--- src/bsq_pkg.sv ---
// bsq_pkg: constants, register map and carrier types of the buck startup sequencer.
// assumes a 50 MHz core clock; all timing counts below are derived from it.
package bsq_pkg;

    // ************************************************************
    // clock and switching timing
    // ************************************************************
    localparam int CLK_NS = 20;                           // core clock period, ns
    localparam int NOM_KHZ = 400;                         // nominal switching rate
    localparam int NOM_CYC = 1_000_000 / (NOM_KHZ * CLK_NS);   // 125 clocks
    localparam int LEADER_PCT = 15;                       // leader speed-up, percent
    localparam int LEADER_CYC = (NOM_CYC * 100) / (100 + LEADER_PCT);
    localparam int FOL_MAX_PCT = 60;                      // fastest clock a follower takes
    localparam int FOL_MIN_CYC = (NOM_CYC * 100) / (100 + FOL_MAX_PCT);
    localparam int FOL_MAX_CYC = (NOM_CYC * 100 + 100 + LEADER_PCT - 1) / (100 + LEADER_PCT);
    localparam int NOV_NS = 85;                           // gate non-overlap, ns
    localparam int NOV_CYC = (NOV_NS + CLK_NS - 1) / CLK_NS;

    // ************************************************************
    // sequence timing
    // ************************************************************
    localparam int ROLE_US = 50;                          // role decision period
    localparam int ROLE_CYC = (ROLE_US * 1000) / CLK_NS;
    localparam int WATCH_US = 40;                         // least sync watch time
    localparam int WATCH_CYC = (WATCH_US * 1000 + CLK_NS - 1) / CLK_NS;
    localparam int PRESTART_US = 400;                     // boost charge and limit set
    localparam int PRESTART_CYC = (PRESTART_US * 1000) / CLK_NS;
    localparam int SS_STEPS = 32;                         // reference steps
    localparam int SS_TOTAL_US = 5120;                    // whole soft-start
    localparam int STEP_CYC = (SS_TOTAL_US * 1000) / (SS_STEPS * CLK_NS);
    localparam int SYNC_EDGES = 2;                        // edges that prove a clock

    // ************************************************************
    // register map (byte addresses) and reset values
    // ************************************************************
    localparam logic [7:0] CTRL_OFF = 8'h00;
    localparam logic [7:0] STATUS_OFF = 8'h04;
    localparam logic [7:0] FAULT_OFF = 8'h08;
    localparam int CTRL_FORCE_OFF_BIT = 0;
    localparam int FAULT_LOW_BIT = 0;
    localparam int FAULT_HIGH_BIT = 1;
    localparam logic CTRL_FORCE_OFF_RST = 1'b0;
    localparam int STAT_STATE_LSB = 0;
    localparam int STAT_ROLE_VALID_BIT = 9;
    localparam int STAT_LEADER_BIT = 10;
    localparam int STAT_STEP_LSB = 11;
    localparam int STAT_OK_BIT = 17;

    // ************************************************************
    // types
    // ************************************************************
    typedef enum logic [8:0] {
        ST_LOCKOUT = 9'b0_0000_0001,
        ST_ROLE = 9'b0_0000_0010,
        ST_STANDBY = 9'b0_0000_0100,
        ST_PRESTART = 9'b0_0000_1000,
        ST_SOFTSTART = 9'b0_0001_0000,
        ST_RUN = 9'b0_0010_0000,
        ST_SOFTSTOP = 9'b0_0100_0000,
        ST_LAST = 9'b0_1000_0000,
        ST_LATCHED = 9'b1_0000_0000
    } bsq_state_type;

    // feedback window comparators, each high when feedback is above its level
    typedef struct packed {
        logic above_1p00;
        logic above_0p88;
        logic above_0p72;
        logic above_0p60;
    } bsq_fb_cmp_type;

    typedef struct packed {
        logic hs_gate;
        logic ls_gate;
        logic hs_sense_en;
    } bsq_gate_type;

endpackage : bsq_pkg

--- src/bsq_sequencer.sv ---
// bsq_sequencer: startup, role, soft-start/stop, gates and feedback window, APB registers.
// assumes sys_rst is power-on reset and every pin input is asynchronous to core_clk.
// Overview of operation
// 400 kHz cycle from core clock when not synchronised
// lockout or reset holds logic and gates off
// after lockout, 50 us role decision
// then standby until turn-on
// turn-on starts 400 us prestart delay
// error amplifier clamped below ramp valley in prestart
// soft-start to 0.8 V in 32 steps, 5.12 ms
// turn-on low steps reference down to zero
// soft-stop ends with one half-width high-side pulse
// turn-on reversal during a ramp reverses from current step
// 1.25 V on sync; leader if current above trip
// leader runs 15 percent fast
// leader sync clock 180 degrees from high side
// sync edges within 40 us mean follower
// role kept until power cycled
// follower locks to clocks 15 to 60 percent fast
// late external clock idles sync high
// window ignored in soft-start, output ok low
// below 0.6 V after soft-start: undervoltage, restart
// output ok only between 0.72 and 0.88 V
// above 1.0 V latches off until power cycled
// fixed symmetric gate non-overlap
// high-side sensing only while high side on
// each reference step about 160 us
// delays counted on core clock, cleared by reset
`timescale 1ns/1ps
module bsq_sequencer #(
    parameter int PRESTART_CYC = bsq_pkg::PRESTART_CYC,
    parameter int STEP_CYC = bsq_pkg::STEP_CYC
) (
    input wire logic core_clk,
    input wire logic sys_rst,
    input wire logic supply_low_lockout,
    input wire logic turn_on,
    input wire logic leader_select_current,
    input wire logic pwm_off,
    input wire bsq_pkg::bsq_fb_cmp_type feedback_node,
    input wire logic sync_in,
    output logic sync_out,
    output logic sync_oe,
    output logic sync_bias_en,
    output logic error_amplifier_clamp,
    output logic startup_prep,
    output logic [5:0] ref_step,
    output logic output_ok_flag,
    output bsq_pkg::bsq_gate_type gate_drive,
    input wire logic psel,
    input wire logic penable,
    input wire logic pwrite,
    input wire logic [7:0] paddr,
    input wire logic [31:0] pwdata,
    output logic [31:0] prdata,
    output logic pready,
    output logic pslverr
);

    // ************************************************************
    // input synchronisers
    // ************************************************************
    localparam int NIN = 9;
    logic [NIN-1:0] in_meta_r;
    logic [NIN-1:0] in_sync_r;
    logic sync_prev_r;
    logic lockout_s, en_pin_s, sync_s, leader_cur_s, pwm_off_s;
    bsq_pkg::bsq_fb_cmp_type fb_s;
    // two flops per pin, reset to idle levels: no false sync edge or lockout gap
    always_ff @(posedge core_clk) begin
        if (sys_rst) begin
            in_meta_r <= 9'h140;
            in_sync_r <= 9'h140;
        end else begin
            in_meta_r <= {supply_low_lockout, turn_on, sync_in, leader_select_current,
                          pwm_off, feedback_node};
            in_sync_r <= in_meta_r;
        end
    end
    assign lockout_s = in_sync_r[8];
    assign en_pin_s = in_sync_r[7];
    assign sync_s = in_sync_r[6];
    assign leader_cur_s = in_sync_r[5];
    assign pwm_off_s = in_sync_r[4];
    assign fb_s = in_sync_r[3:0];

    // ************************************************************
    // register port
    // ************************************************************
    logic force_off_r;
    logic fault_low_r, fault_high_r;
    bsq_pkg::bsq_state_type state_r;
    logic role_valid_r, leader_r, ok_r;
    logic [5:0] step_r;
    logic wr_en, uv_event, ov_event;
    function automatic logic addr_hit(input logic [7:0] a, input logic [7:0] off);
        return a == off;
    endfunction : addr_hit
    // zero wait states
    assign pready = 1'b1;
    assign wr_en = psel && penable && pwrite;
    assign pslverr = psel && penable && !(addr_hit(paddr, bsq_pkg::CTRL_OFF)
        || addr_hit(paddr, bsq_pkg::STATUS_OFF) || addr_hit(paddr, bsq_pkg::FAULT_OFF));

    // control register; force-off acts as turn-on low
    always_ff @(posedge core_clk) begin
        if (sys_rst) begin
            force_off_r <= bsq_pkg::CTRL_FORCE_OFF_RST;
        end else if (wr_en && addr_hit(paddr, bsq_pkg::CTRL_OFF)) begin
            force_off_r <= pwdata[bsq_pkg::CTRL_FORCE_OFF_BIT];
        end
    end

    // sticky fault flags, write one to clear; a new event beats the clear
    always_ff @(posedge core_clk) begin
        if (sys_rst) begin
            fault_low_r <= 1'b0;
            fault_high_r <= 1'b0;
        end else begin
            if (uv_event) begin
                fault_low_r <= 1'b1;
            end else if (wr_en && addr_hit(paddr, bsq_pkg::FAULT_OFF)
                         && pwdata[bsq_pkg::FAULT_LOW_BIT]) begin
                fault_low_r <= 1'b0;
            end
            if (ov_event) begin
                fault_high_r <= 1'b1;
            end else if (wr_en && addr_hit(paddr, bsq_pkg::FAULT_OFF)
                         && pwdata[bsq_pkg::FAULT_HIGH_BIT]) begin
                fault_high_r <= 1'b0;
            end
        end
    end

    // read data captured in setup, so it stands as a flop in access
    always_ff @(posedge core_clk) begin
        if (sys_rst) begin
            prdata <= 32'h0000_0000;
        end else if (psel && !penable) begin
            prdata <= 32'h0000_0000;
            if (addr_hit(paddr, bsq_pkg::CTRL_OFF)) begin
                prdata[bsq_pkg::CTRL_FORCE_OFF_BIT] <= force_off_r;
            end else if (addr_hit(paddr, bsq_pkg::STATUS_OFF)) begin
                prdata[bsq_pkg::STAT_STATE_LSB +: 9] <= state_r;
                prdata[bsq_pkg::STAT_ROLE_VALID_BIT] <= role_valid_r;
                prdata[bsq_pkg::STAT_LEADER_BIT] <= leader_r;
                prdata[bsq_pkg::STAT_STEP_LSB +: 6] <= step_r;
                prdata[bsq_pkg::STAT_OK_BIT] <= ok_r;
            end else if (addr_hit(paddr, bsq_pkg::FAULT_OFF)) begin
                prdata[bsq_pkg::FAULT_LOW_BIT] <= fault_low_r;
                prdata[bsq_pkg::FAULT_HIGH_BIT] <= fault_high_r;
            end
        end
    end

    // ************************************************************
    // switching cycle and sync pin
    // ************************************************************
    logic [7:0] per_cnt_r;
    logic [7:0] per_lim;
    logic sync_rise, lock_edge, cyc_start;
    assign sync_rise = sync_s && !sync_prev_r;
    assign per_lim = leader_r ? 8'(bsq_pkg::LEADER_CYC) : 8'(bsq_pkg::NOM_CYC);
    // follower restarts on an edge spaced within the lock range
    assign lock_edge = role_valid_r && !leader_r && sync_rise
        && per_cnt_r >= 8'(bsq_pkg::FOL_MIN_CYC - 1)
        && per_cnt_r <= 8'(bsq_pkg::FOL_MAX_CYC - 1);
    assign cyc_start = lock_edge || per_cnt_r == per_lim - 8'd1;

    // period counter; wraps at its own limit when no valid clock arrives
    always_ff @(posedge core_clk) begin
        if (sys_rst) begin
            per_cnt_r <= 8'd0;
            sync_prev_r <= 1'b1;
        end else begin
            sync_prev_r <= sync_s;
            per_cnt_r <= cyc_start ? 8'd0 : per_cnt_r + 8'd1;
        end
    end
    // leader clock high in the second half, opposite the high side
    always_ff @(posedge core_clk) begin
        if (sys_rst) begin
            sync_out <= 1'b0;
            sync_oe <= 1'b0;
        end else begin
            sync_oe <= role_valid_r && leader_r;
            sync_out <= role_valid_r && leader_r && per_cnt_r >= (per_lim >> 1);
        end
    end

    // ************************************************************
    // sequencer
    // ************************************************************
    logic [15:0] tmr_r;
    logic [2:0] edge_cnt_r;
    logic enable, last_done;
    // a late outside clock idles high, so it shows no edges
    assign enable = en_pin_s && !force_off_r;
    assign uv_event = state_r == bsq_pkg::ST_RUN && !fb_s.above_1p00 && !fb_s.above_0p60;
    assign ov_event = state_r == bsq_pkg::ST_RUN && fb_s.above_1p00;

    // main state machine, timer, reference step and role
    always_ff @(posedge core_clk) begin
        if (sys_rst) begin
            state_r <= bsq_pkg::ST_LOCKOUT;
            tmr_r <= 16'd0;
            edge_cnt_r <= 3'd0;
            step_r <= 6'd0;
            role_valid_r <= 1'b0;
            leader_r <= 1'b0;
        end else if (lockout_s && state_r != bsq_pkg::ST_LATCHED) begin
            state_r <= bsq_pkg::ST_LOCKOUT;
            tmr_r <= 16'd0;
            step_r <= 6'd0;
        end else begin
            tmr_r <= tmr_r + 16'd1;
            unique case (state_r)
                bsq_pkg::ST_LOCKOUT: begin
                    tmr_r <= 16'd0;
                    edge_cnt_r <= 3'd0;
                    // the role survives a brownout; only power-on reset clears it
                    state_r <= role_valid_r ? bsq_pkg::ST_STANDBY : bsq_pkg::ST_ROLE;
                end
                bsq_pkg::ST_ROLE: begin
                    if (sync_rise && tmr_r < 16'(bsq_pkg::WATCH_CYC)
                        && edge_cnt_r != 3'(bsq_pkg::SYNC_EDGES)) begin
                        edge_cnt_r <= edge_cnt_r + 3'd1;
                    end
                    if (tmr_r == 16'(bsq_pkg::ROLE_CYC - 1)) begin
                        role_valid_r <= 1'b1;
                        // edges seen win over the current test
                        leader_r <= edge_cnt_r != 3'(bsq_pkg::SYNC_EDGES)
                            && leader_cur_s;
                        state_r <= bsq_pkg::ST_STANDBY;
                    end
                end
                bsq_pkg::ST_STANDBY: begin
                    tmr_r <= 16'd0;
                    step_r <= 6'd0;
                    if (enable) begin
                        state_r <= bsq_pkg::ST_PRESTART;
                    end
                end
                bsq_pkg::ST_PRESTART: begin
                    if (!enable) begin
                        state_r <= bsq_pkg::ST_STANDBY;
                    end else if (tmr_r == 16'(PRESTART_CYC - 1)) begin
                        tmr_r <= 16'd0;
                        state_r <= bsq_pkg::ST_SOFTSTART;
                    end
                end
                bsq_pkg::ST_SOFTSTART: begin
                    if (!enable) begin
                        state_r <= bsq_pkg::ST_SOFTSTOP;
                    end else if (tmr_r == 16'(STEP_CYC - 1)) begin
                        tmr_r <= 16'd0;
                        step_r <= step_r + 6'd1;
                        if (step_r == 6'(bsq_pkg::SS_STEPS - 1)) begin
                            state_r <= bsq_pkg::ST_RUN;
                        end
                    end
                end
                bsq_pkg::ST_RUN: begin
                    tmr_r <= 16'd0;
                    if (ov_event) begin
                        state_r <= bsq_pkg::ST_LATCHED;
                    end else if (uv_event) begin
                        step_r <= 6'd0;
                        state_r <= bsq_pkg::ST_PRESTART;
                    end else if (!enable) begin
                        state_r <= bsq_pkg::ST_SOFTSTOP;
                    end
                end
                bsq_pkg::ST_SOFTSTOP: begin
                    if (enable) begin
                        state_r <= bsq_pkg::ST_SOFTSTART;
                    end else if (tmr_r == 16'(STEP_CYC - 1)) begin
                        tmr_r <= 16'd0;
                        step_r <= step_r - 6'd1;
                        if (step_r == 6'd1) begin
                            state_r <= bsq_pkg::ST_LAST;
                        end
                    end
                end
                bsq_pkg::ST_LAST: begin
                    if (last_done) begin
                        state_r <= bsq_pkg::ST_STANDBY;
                    end
                end
                bsq_pkg::ST_LATCHED: begin
                    tmr_r <= 16'd0;
                end
                default: begin
                    state_r <= bsq_pkg::ST_LOCKOUT;
                end
            endcase
        end
    end

    // ************************************************************
    // high-side request, last pulse and non-overlap
    // ************************************************************
    logic switching, hs_req_r, drv_hs_r;
    logic [7:0] on_cnt_r, prev_on_r;
    logic last_armed_r, last_fired_r;
    logic [2:0] dead_r;
    assign switching = state_r == bsq_pkg::ST_SOFTSTART || state_r == bsq_pkg::ST_RUN
        || state_r == bsq_pkg::ST_SOFTSTOP;
    assign last_done = last_fired_r && !hs_req_r && dead_r == 3'd0;

    // pwm request: on at cycle start, off at the pwm comparator or 2 * NOV_CYC + 1 clocks before the period end
    always_ff @(posedge core_clk) begin
        if (sys_rst) begin
            hs_req_r <= 1'b0;
            on_cnt_r <= 8'd0;
            prev_on_r <= 8'd0;
            last_armed_r <= 1'b0;
            last_fired_r <= 1'b0;
        end else if (state_r == bsq_pkg::ST_LAST) begin
            // one pulse of half the prior width, timed by the same counter
            if (!last_armed_r && cyc_start) begin
                last_armed_r <= 1'b1;
                hs_req_r <= prev_on_r > 8'd1;
                on_cnt_r <= 8'd1;
            end else if (hs_req_r) begin
                on_cnt_r <= on_cnt_r + 8'd1;
                if (on_cnt_r >= (prev_on_r >> 1)) begin
                    hs_req_r <= 1'b0;
                    last_fired_r <= 1'b1;
                end
            end else if (last_armed_r) begin
                last_fired_r <= 1'b1;
            end
        end else begin
            last_armed_r <= 1'b0;
            last_fired_r <= 1'b0;
            if (!switching) begin
                hs_req_r <= 1'b0;
                on_cnt_r <= 8'd0;
            end else if (cyc_start) begin
                prev_on_r <= on_cnt_r;
                on_cnt_r <= 8'd1;
                hs_req_r <= 1'b1;
            end else if (hs_req_r) begin
                on_cnt_r <= on_cnt_r + 8'd1;
                // leave room for two dead times before the next start
                if (pwm_off_s || per_cnt_r >= per_lim - 8'(2 * bsq_pkg::NOV_CYC + 1)) begin
                    hs_req_r <= 1'b0;
                end
            end
        end
    end

    // both switches off a fixed count on every change
    always_ff @(posedge core_clk) begin
        if (sys_rst) begin
            drv_hs_r <= 1'b0;
            dead_r <= 3'd0;
            gate_drive <= '0;
        end else begin
            if (hs_req_r != drv_hs_r) begin
                drv_hs_r <= hs_req_r;
                dead_r <= 3'(bsq_pkg::NOV_CYC);
            end else if (dead_r != 3'd0) begin
                dead_r <= dead_r - 3'd1;
            end
            gate_drive.hs_gate <= drv_hs_r && dead_r == 3'd0 && hs_req_r == drv_hs_r;
            gate_drive.ls_gate <= (switching || state_r == bsq_pkg::ST_LAST)
                && !last_fired_r && !drv_hs_r && dead_r == 3'd0 && !hs_req_r;
            gate_drive.hs_sense_en <= drv_hs_r && dead_r == 3'd0
                && hs_req_r == drv_hs_r;
        end
    end

    // ************************************************************
    // status outputs
    // ************************************************************
    // output ok follows the window only once soft-start has finished
    always_ff @(posedge core_clk) begin
        if (sys_rst) begin
            ok_r <= 1'b0;
            output_ok_flag <= 1'b0;
            sync_bias_en <= 1'b0;
            error_amplifier_clamp <= 1'b0;
            startup_prep <= 1'b0;
            ref_step <= 6'd0;
        end else begin
            ok_r <= state_r == bsq_pkg::ST_RUN && fb_s.above_0p72
                && !fb_s.above_0p88 && !fb_s.above_1p00;
            output_ok_flag <= ok_r;
            sync_bias_en <= state_r == bsq_pkg::ST_ROLE
                && tmr_r >= 16'(bsq_pkg::WATCH_CYC);
            error_amplifier_clamp <= state_r == bsq_pkg::ST_PRESTART;
            startup_prep <= state_r == bsq_pkg::ST_PRESTART;
            ref_step <= step_r;
        end
    end
endmodule : bsq_sequencer

--- config.mk ---
export PLATFORM = sky130hd
export DESIGN_NAME = bsq_sequencer
export DESIGN_NICKNAME = d
export VERILOG_FILES = /design/src/bsq_pkg.sv /design/src/bsq_sequencer.sv
export SDC_FILE = /design/constraint.sdc
export NUM_CORES = 1
export LEC_CHECK = 0
export ABC_AREA = 1
export BUFFER_PORTS_ARGS = -buffer_cell sky130_fd_sc_hd__buf_2
export CAP_MARGIN = 40
export CORE_MARGIN = 2
export CORE_UTILIZATION = 60
export DETAILED_ROUTE_END_ITERATION = 10
export PLACE_DENSITY = 0.84
export SLEW_MARGIN = 20
export SYNTH_ARGS = -nofsm -noshare
export SYNTH_HDL_FRONTEND = slang
export SYNTH_SLANG_ARGS = --single-unit
--- constraint.sdc ---
create_clock -name core_clk -period 3.2 [get_ports core_clk]
set_input_delay 0.64 -clock core_clk [delete_from_list [all_inputs] [get_ports core_clk]]
set_output_delay 0.64 -clock core_clk [all_outputs]
set_load 0.005 [all_outputs]
==> results of run 1 <==
-- power by group through the flow --
stage          combinational (uW)  clock, uW  sequential [uW]
2_1_floorplan                 158          0             1570
3_3_place_gp                  185          0             1580
3_5_place_dp                  192          0             1580
4_1_cts                       195       1890             1550
5_1_grt                       220       1950             1550
6_report                      194       1870             1550
-- cells in the mapped netlist (2+ instances only) --
library cell / count
xor2_1: 22
inv_2: 3
a21oi_1: 34
inv_1: 119
o21a_1: 2
clkbuf_1: 9
a211oi_1: 2
buf_2: 6
nand2_4: 4
nand2_1: 150
o211ai_1: 4
nor3_1: 15
nand3_1: 52
nand3_2: 2
o21ai_0: 27
buf_6: 3
nor3_2: 3
or2_2: 6
nand3b_1: 9
nand4_1: 11
o22ai_1: 3
nor2_2: 19
o21ai_2: 2
nand2_2: 8
nor2_1: 150
ha_1: 25
xnor2_1: 9
conb_1: 2
and3_1: 3
a32o_1: 7
dfxtp_1: 120
nor2_4: 3
buf_4: 18
-- through the flow --
| stage | instances | hold WS [ns] |
|---|---|---|
| 2_1_floorplan | 878 | 0.388 |
| 3_3_place_gp | 1038 | 0.391 |
| 3_5_place_dp | 1038 | 0.394 |
| 4_1_cts | 1070 | 0.270 |
| 5_1_grt | 1070 | 0.278 |
| 6_report | 1070 | 0.289 |
-- worst register-to-register path, stage by stage (launching register included) --
cell and delay [ns]:
dfxtp_1 0.38, ha_1 0.30, nand2_1 0.05, nor2_1 0.17, nand4_1 0.19, o21ai_2 0.32
nand2_1 0.32, o21ai_0 0.29, a21oi_1 0.06
-- worst paths after layout --
path,endpoint,slack (ns),cells past startpoint
max,prev_on_r[7]$_SDFFE_PP0P_,0.99,8
max reg2reg,prev_on_r[7]$_SDFFE_PP0P_,0.99,8
min reg2reg,in_sync_r[5]$_SDFF_PP0_,0.40,2
min,in_meta_r[6]$_SDFF_PP1_,0.29,2
-- placed cells by master (no fill, tap or decap), types with 2 or more instances in the layout --
cell        synthesis  routed
a21oi_1            34      34
nand3_2             2       2
inv_6               0       5
nand2_2             8       8
nand3b_1            9       9
buf_4              18       4
o21a_1              2       2
bufinv_16           0       2
o21ai_2             2       2
buf_2               6      57
clkbuf_16           0      16
nand2_4             4       4
nor2_1            150     150
nor3_2              3       3
nor2_4              3       3
inv_1             119     119
o21ai_0            27      27
a211oi_1            2       2
dfxtp_1           120     120
clkinv_2            1       2
a32o_1              7       7
conb_1              2      15
ha_1               25      25
o22ai_1             3       3
inv_2               3       3
xnor2_1             9       9
nand4_1            11      11
nor3_1             15      15
xor2_1             22      22
and3_1              3       3
or2_2               6       6
o211ai_1            4       4
inv_8               0       2
nand3_1            52      52
nand2_1           150     150
clkinvlp_4          0       2
nor2_2             19      19
clkinv_4            0       2
-- flip-flops by register name (all words and copies together) (netlist names), 3 cells and up --
register,flops
step_r,6
in_meta_r,9
state_r,9
prev_on_r,7
ref_step,6
on_cnt_r,8
tmr_r,16
edge_cnt_r,3
dead_r,3
prdata,18
in_sync_r,9
per_cnt_r,8
-- routing by layer --
| layer | vias to the layer above | share of wire, % | track usage, % |
|---|---|---|---|
| li1 | 2813 | - | - |
| met1 | 2399 | 45 | 31.7 |
| met2 | 181 | 46 | 41.7 |
| met3 | 28 | 6.7 | 5.13 |
| met4 | 0 | 2.7 | 11.9 |
| met5 | - | 0 | 0 |
-- area by class of cell --
type | instances | area share, %
sequential | 120 | 33.9
clock inverter | 14 | 2.31
timing repair buffer | 61 | 4.45
multi-input combinational | 597 | 44.5
inverter | 124 | 6.58
clock buffer | 18 | 5.89
tap | 136 | 2.40
-- kinds of logic (layout without fill, tap and decap cells) --
group,after synthesis,after routing,synth area share (%)
buffers and inverters,161,217,11.3
other,2,15,0.121
xor gates and xnor gates,31,31,4.37
adders and majority gates,25,25,5.04
AOI/OAI and AO/OA,88,88,8.48
DFF,120,120,38.7
and+or+nand+nor,438,438,32.0
==> results.json, run 1 <==
{
  "max_freq_mhz": 453,
  "htreeDepth": 4,
  "vias": 5421,
  "gr-total-overflow": 0,
  "die_y_um": 106,
  "cts_setup_buffers": 0,
  "clock_latency_ns": 0.53,
  "core_area_sq_um": 10200,
  "clock_path_buffers": 2,
  "syn_area_sq_um": 6210,
  "post-route-drc-count": 0,
  "end_kind": "flip-flop",
  "finalInstanceArea_sq_um": 7090,
  "path_buf_inv": 0,
  "grt_max_degree": 29,
  "die_x_um": 106,
  "die_area_sq_um": 11200,
  "crit_top_cell": "nand2_1",
  "clock_sinks": 120,
  "dr.pass1.iters": 5,
  "cts_hold_repair.buffers": 0,
  "vias_per_cell": 5.07,
  "finalPower_uw": 3610,
  "fillCellCount": 841,
  "peakVddDrop_v": 0.000298,
  "grt_pass1_wl_um": 22700,
  "hp-class": "input pin to flip-flop",
  "critPathMaxStageDelay_ns": 0.38,
  "p_switching_uw": 881,
  "yosys.area.top_type": "dfxtp_1",
  "slew_violations": 0,
  "critPathTopFamily": "simple AND/OR/NAND/NOR gates",
  "rsz0062_at_grt": "no",
  "avgSynthCellArea_sq_um": 7.18,
  "portBuffers": 57,
  "ys_async_sr_fraction_pct": 0,
  "leakagePower_uw": 0.00323,
  "cp-startpoint": "leader_r$_SDFFE_PP0P_",
  "min_period_ns": 2.21,
  "reg2reg_from": "leader_r$_SDFFE_PP0P_",
  "clkTransAtPathRegs_ns": 0.06,
  "outcome": "completed",
  "antenna_found_initial": 0,
  "synth.distinct_cells": 46,
  "slew_headroom_pct": 64.8,
  "start_util_pct": 61.0,
  "fin_setup_tns_ns": 0,
  "setup_slack_ns": 0.993,
  "place_area_sq_um": 6510,
  "multi_input_area_sq_um": 3150,
  "worstPathArrival_ns": 2.61,
  "fp-row-count": 37,
  "utilization_pct": 69.6,
  "p_comb_share_pct": 5.4,
  "synthFlopType": "dfxtp_1",
  "hold_start": "sync_in",
  "routed_wl_um": 13600,
  "synth_area_leaders": "dfxtp_1 (39%), nand2_1 (9.1%), nor2_1 (9.1%), inv_1 (7.2%), ha_1 (5.0%)",
  "power.share.clock_pct": 51.8,
  "grt_usage_pct": 25.3,
  "worst_pin_slew_ns": 0.528,
  "p_seq_share_pct": 42.9,
  "crit_type": "flip-flop to flip-flop",
  "insertedDiodeCount": 0,
  "syn_inst": 865,
  "wire_per_inst_um": 12.7,
  "cts_tree": "built",
  "seq_area_sq_um": 2400,
  "cap_violations": 0,
  "finClkSkew_ns": 0.00995,
  "grt_pass1_vias": 5066,
  "drt_iter0_drc": 333,
  "slowest_stage": "dfxtp_1",
  "swShare_pct": 24.4,
  "setup_viol": 0,
  "gp_congestion": 0.945,
  "powerDensity_nw_per_um2": 509,
  "num-nets-final": 1000,
  "synth_top_area_share_pct": 38.7,
  "post_route_cells_drive_above_1_share_pct": 15.5,
  "area_growth_pct": 14.2,
  "fin_crit_sh_pct": 69.0,
  "synth_warnings": 0,
  "yosys_register_bits": 120,
  "required_ns": 3.60,
  "hpwl_um": 9700,
  "post_cts_resized": 0,
  "place_ws_ns": 1.00,
  "crit_path_max_fanout": 14,
  "cts_buffers": 17,
  "p_int_uw": 2730,
  "io_pins": 103,
  "synth-seq-area-share_pct": 38.7,
  "cp_cell_sequence": "ha_1, nand2_1, nor2_1, nand4_1, o21ai_2, nand2_1, o21ai_0, a21oi_1",
  "crit_path_start_kind": "flip-flop",
  "synth_edf_count": 0,
  "cts-root-buf": "clkbuf_8",
  "antenna_left": 0,
  "hold_viol_final": 0
}
No activity file was read; power rests on OpenSTA's default activity.
==> inputs of run 2 (changes only) <==
Settings changed: CORE_UTILIZATION 60 to 57, PLACE_DENSITY 0.84 to 0.81.
Clock period 3.2 ns to 2.05 ns, I/O delays scaled along.
==> run 2 against run 1 <==
Net effect:
- die area increased by 5.1%
- count of clock-buffer cells in the layout did not move
- worst setup slack worse by 0.84 ns
- sequential cell count did not move
- clock skew is 0.0015 ns lower
- critical path depth down 1
- via count increased by 3.2%
- largest cell class unchanged
- highest routed layer unchanged
==> results.json, run 2 (synthesis gave the netlist of run 1 again) <==
{
  "htreeDepth": 4,
  "crit_path_start_kind": "flip-flop",
  "p_comb_share_pct": 5.4,
  "start_util_pct": 57.8,
  "die_y_um": 108,
  "r2r-end": "tmr_r[0]$_SDFF_PP0_",
  "setup_viol": 0,
  "portBuffers": 57,
  "cts_setup_buffers": 0,
  "routed_wl_um": 14000,
  "p_switching_uw": 1400,
  "outcome": "completed",
  "fillCellCount": 904,
  "grt_pass1_wl_um": 22900,
  "worstPathArrival_ns": 2.37,
  "hold_viol_final": 0,
  "grt_usage_pct": 25.0,
  "regMostFlops": "prdata",
  "fp-row-count": 38,
  "core_area_sq_um": 10700,
  "post_route_cells_drive_above_1_share_pct": 17.2,
  "insertedDiodeCount": 0,
  "dr.pass1.iters": 5,
  "clock_sinks": 120,
  "clock_path_buffers": 2,
  "drt_iter0_drc": 387,
  "finalInstanceArea_sq_um": 7250,
  "holdPathEnd": "in_meta_r[6]$_SDFF_PP1_",
  "finClkSkew_ns": 0.00842,
  "clock_latency_ns": 0.54,
  "gp_congestion": 0.898,
  "final_cell_mix": "nand2_1 (149), nor2_1 (148), dfxtp_1 (120), inv_1 (119), buf_2 (57)",
  "end_kind": "flip-flop",
  "crit_type": "flip-flop to flip-flop",
  "min_period_ns": 1.90,
  "hold_start": "sync_in",
  "fin_crit_sh_pct": 92.8,
  "powerDensity_nw_per_um2": 803,
  "num-nets-final": 1010,
  "crit_path_max_fanout": 16,
  "hp-class": "input pin to flip-flop",
  "whs_path_depth": 2,
  "cts_tree": "built",
  "antenna_found_initial": 0,
  "cts-root-buf": "clkbuf_8",
  "antenna_left": 0,
  "area_growth_pct": 16.7,
  "place_area_sq_um": 6590,
  "hpwl_um": 9990,
  "vias_per_cell": 5.16,
  "peakVddDrop_v": 0.000552,
  "r2r_setup_slack_ns": 0.15,
  "leakagePower_uw": 0.00333,
  "vias": 5593,
  "worst-r2r-cell-count": 7,
  "grt_pass1_vias": 5060,
  "required_ns": 2.52,
  "swShare_pct": 24.0,
  "clkTransAtPathRegs_ns": 0.06,
  "post-route-drc-count": 0,
  "io_pins": 103,
  "grt_max_degree": 24,
  "cts_buffers": 17,
  "largest_reg_flops": 18,
  "cap_violations": 0,
  "wire_per_inst_um": 12.9,
  "die_x_um": 108,
  "mostFrequentLayoutCell": "nand2_1",
  "p_int_uw": 4420,
  "setup_slack_ns": 0.148,
  "place_ws_ns": 0.0777,
  "die_area_sq_um": 11700,
  "reg.largest.list": "prdata (18), tmr_r (16)",
  "gr-total-overflow": 0,
  "hold-worst-slack_ns": 0.0488,
  "slew_violations": 0,
  "power.share.clock_pct": 53.1,
  "p_seq_share_pct": 41.5,
  "max_freq_mhz": 526,
  "reg2reg_from": "state_r[6]$_SDFFE_PP0P_"
}
run 2: worst max-delay path by stage:
stage | from | to | cells after the start | slack [ns]
2_1_floorplan | tmr_r[0]$_SDFF_PP0_ | tmr_r[10]$_SDFF_PP0_ | 11 | 0.35
3_3_place_gp | leader_r$_SDFFE_PP0P_ | prev_on_r[7]$_SDFFE_PP0P_ | 8 | 0.13
3_5_place_dp | leader_r$_SDFFE_PP0P_ | prev_on_r[5]$_SDFFE_PP0P_ | 8 | 0.08
4_1_cts | leader_r$_SDFFE_PP0P_ | prev_on_r[2]$_SDFFE_PP0P_ | 8 | 0.07
5_1_grt | per_cnt_r[1]$_SDFF_PP0_ | on_cnt_r[1]$_SDFF_PP0_ | 11 | -0.05
6_report | state_r[6]$_SDFFE_PP0P_ | tmr_r[0]$_SDFF_PP0_ | 7 | 0.15
run 2: power by group through the flow:
stage	Sequential [uW]	Clock, uW	Combinational (uW)
6_report	2420	3090	315
5_1_grt	2420	3210	367
4_1_cts	2420	3100	313
3_5_place_dp	2460	0	309
3_3_place_gp	2460	0	294
2_1_floorplan	2460	0	246
run 2: repair_timing:
item                       4_1_cts  5_1_grt
resized for setup                0       10
hold buffers                     0        0
setup endpoints to repair        0       42
run 2: per-layer routing:
| metal | GRT usage (%) | up-vias | wire length, um |
|---|---|---|---|
| li1 | - | 2828 | - |
| met1 | 30.6 | 2493 | 6050 |
| met2 | 42.1 | 234 | 6560 |
| met5 | 0 | - | 0 |
| met4 | 9.98 | 0 | 326 |
| met3 | 6.33 | 38 | 1080 |
run 2: critical path, stage by stage, from the launching register on:
cell and delay, ns:
dfxtp_1 0.36, nor2_1 0.20, nand2_2 0.15, nor3_2 0.38
nor2_2 0.12, nor2_4 0.27, nand2_4 0.22, nor2_1 0.15
run 2: final cells by class:
class / instances / area (sq um) / share of cell area [%]
sequential: 120 / 2400 / 33.1
inverter: 124 / 467 / 6.44
clock buffer: 18 / 428 / 5.90
timing repair buffer: 71 / 390 / 5.38
clock inverter: 14 / 188 / 2.59
multi-input combinational: 597 / 3200 / 44.1
tap: 140 / 175 / 2.42
run 2: per-stage QoR:
stage	power, uW	util (%)	std cells	setup TNS [ns]
after floorplan	2700	-	878	0
after global placement	2760	61.3	1052	0
after detailed placement	2770	61.3	1052	0
after CTS	5830	67.0	1084	0
after global routing	6000	67.5	1084	-0.0456
final	5820	67.5	1084	0
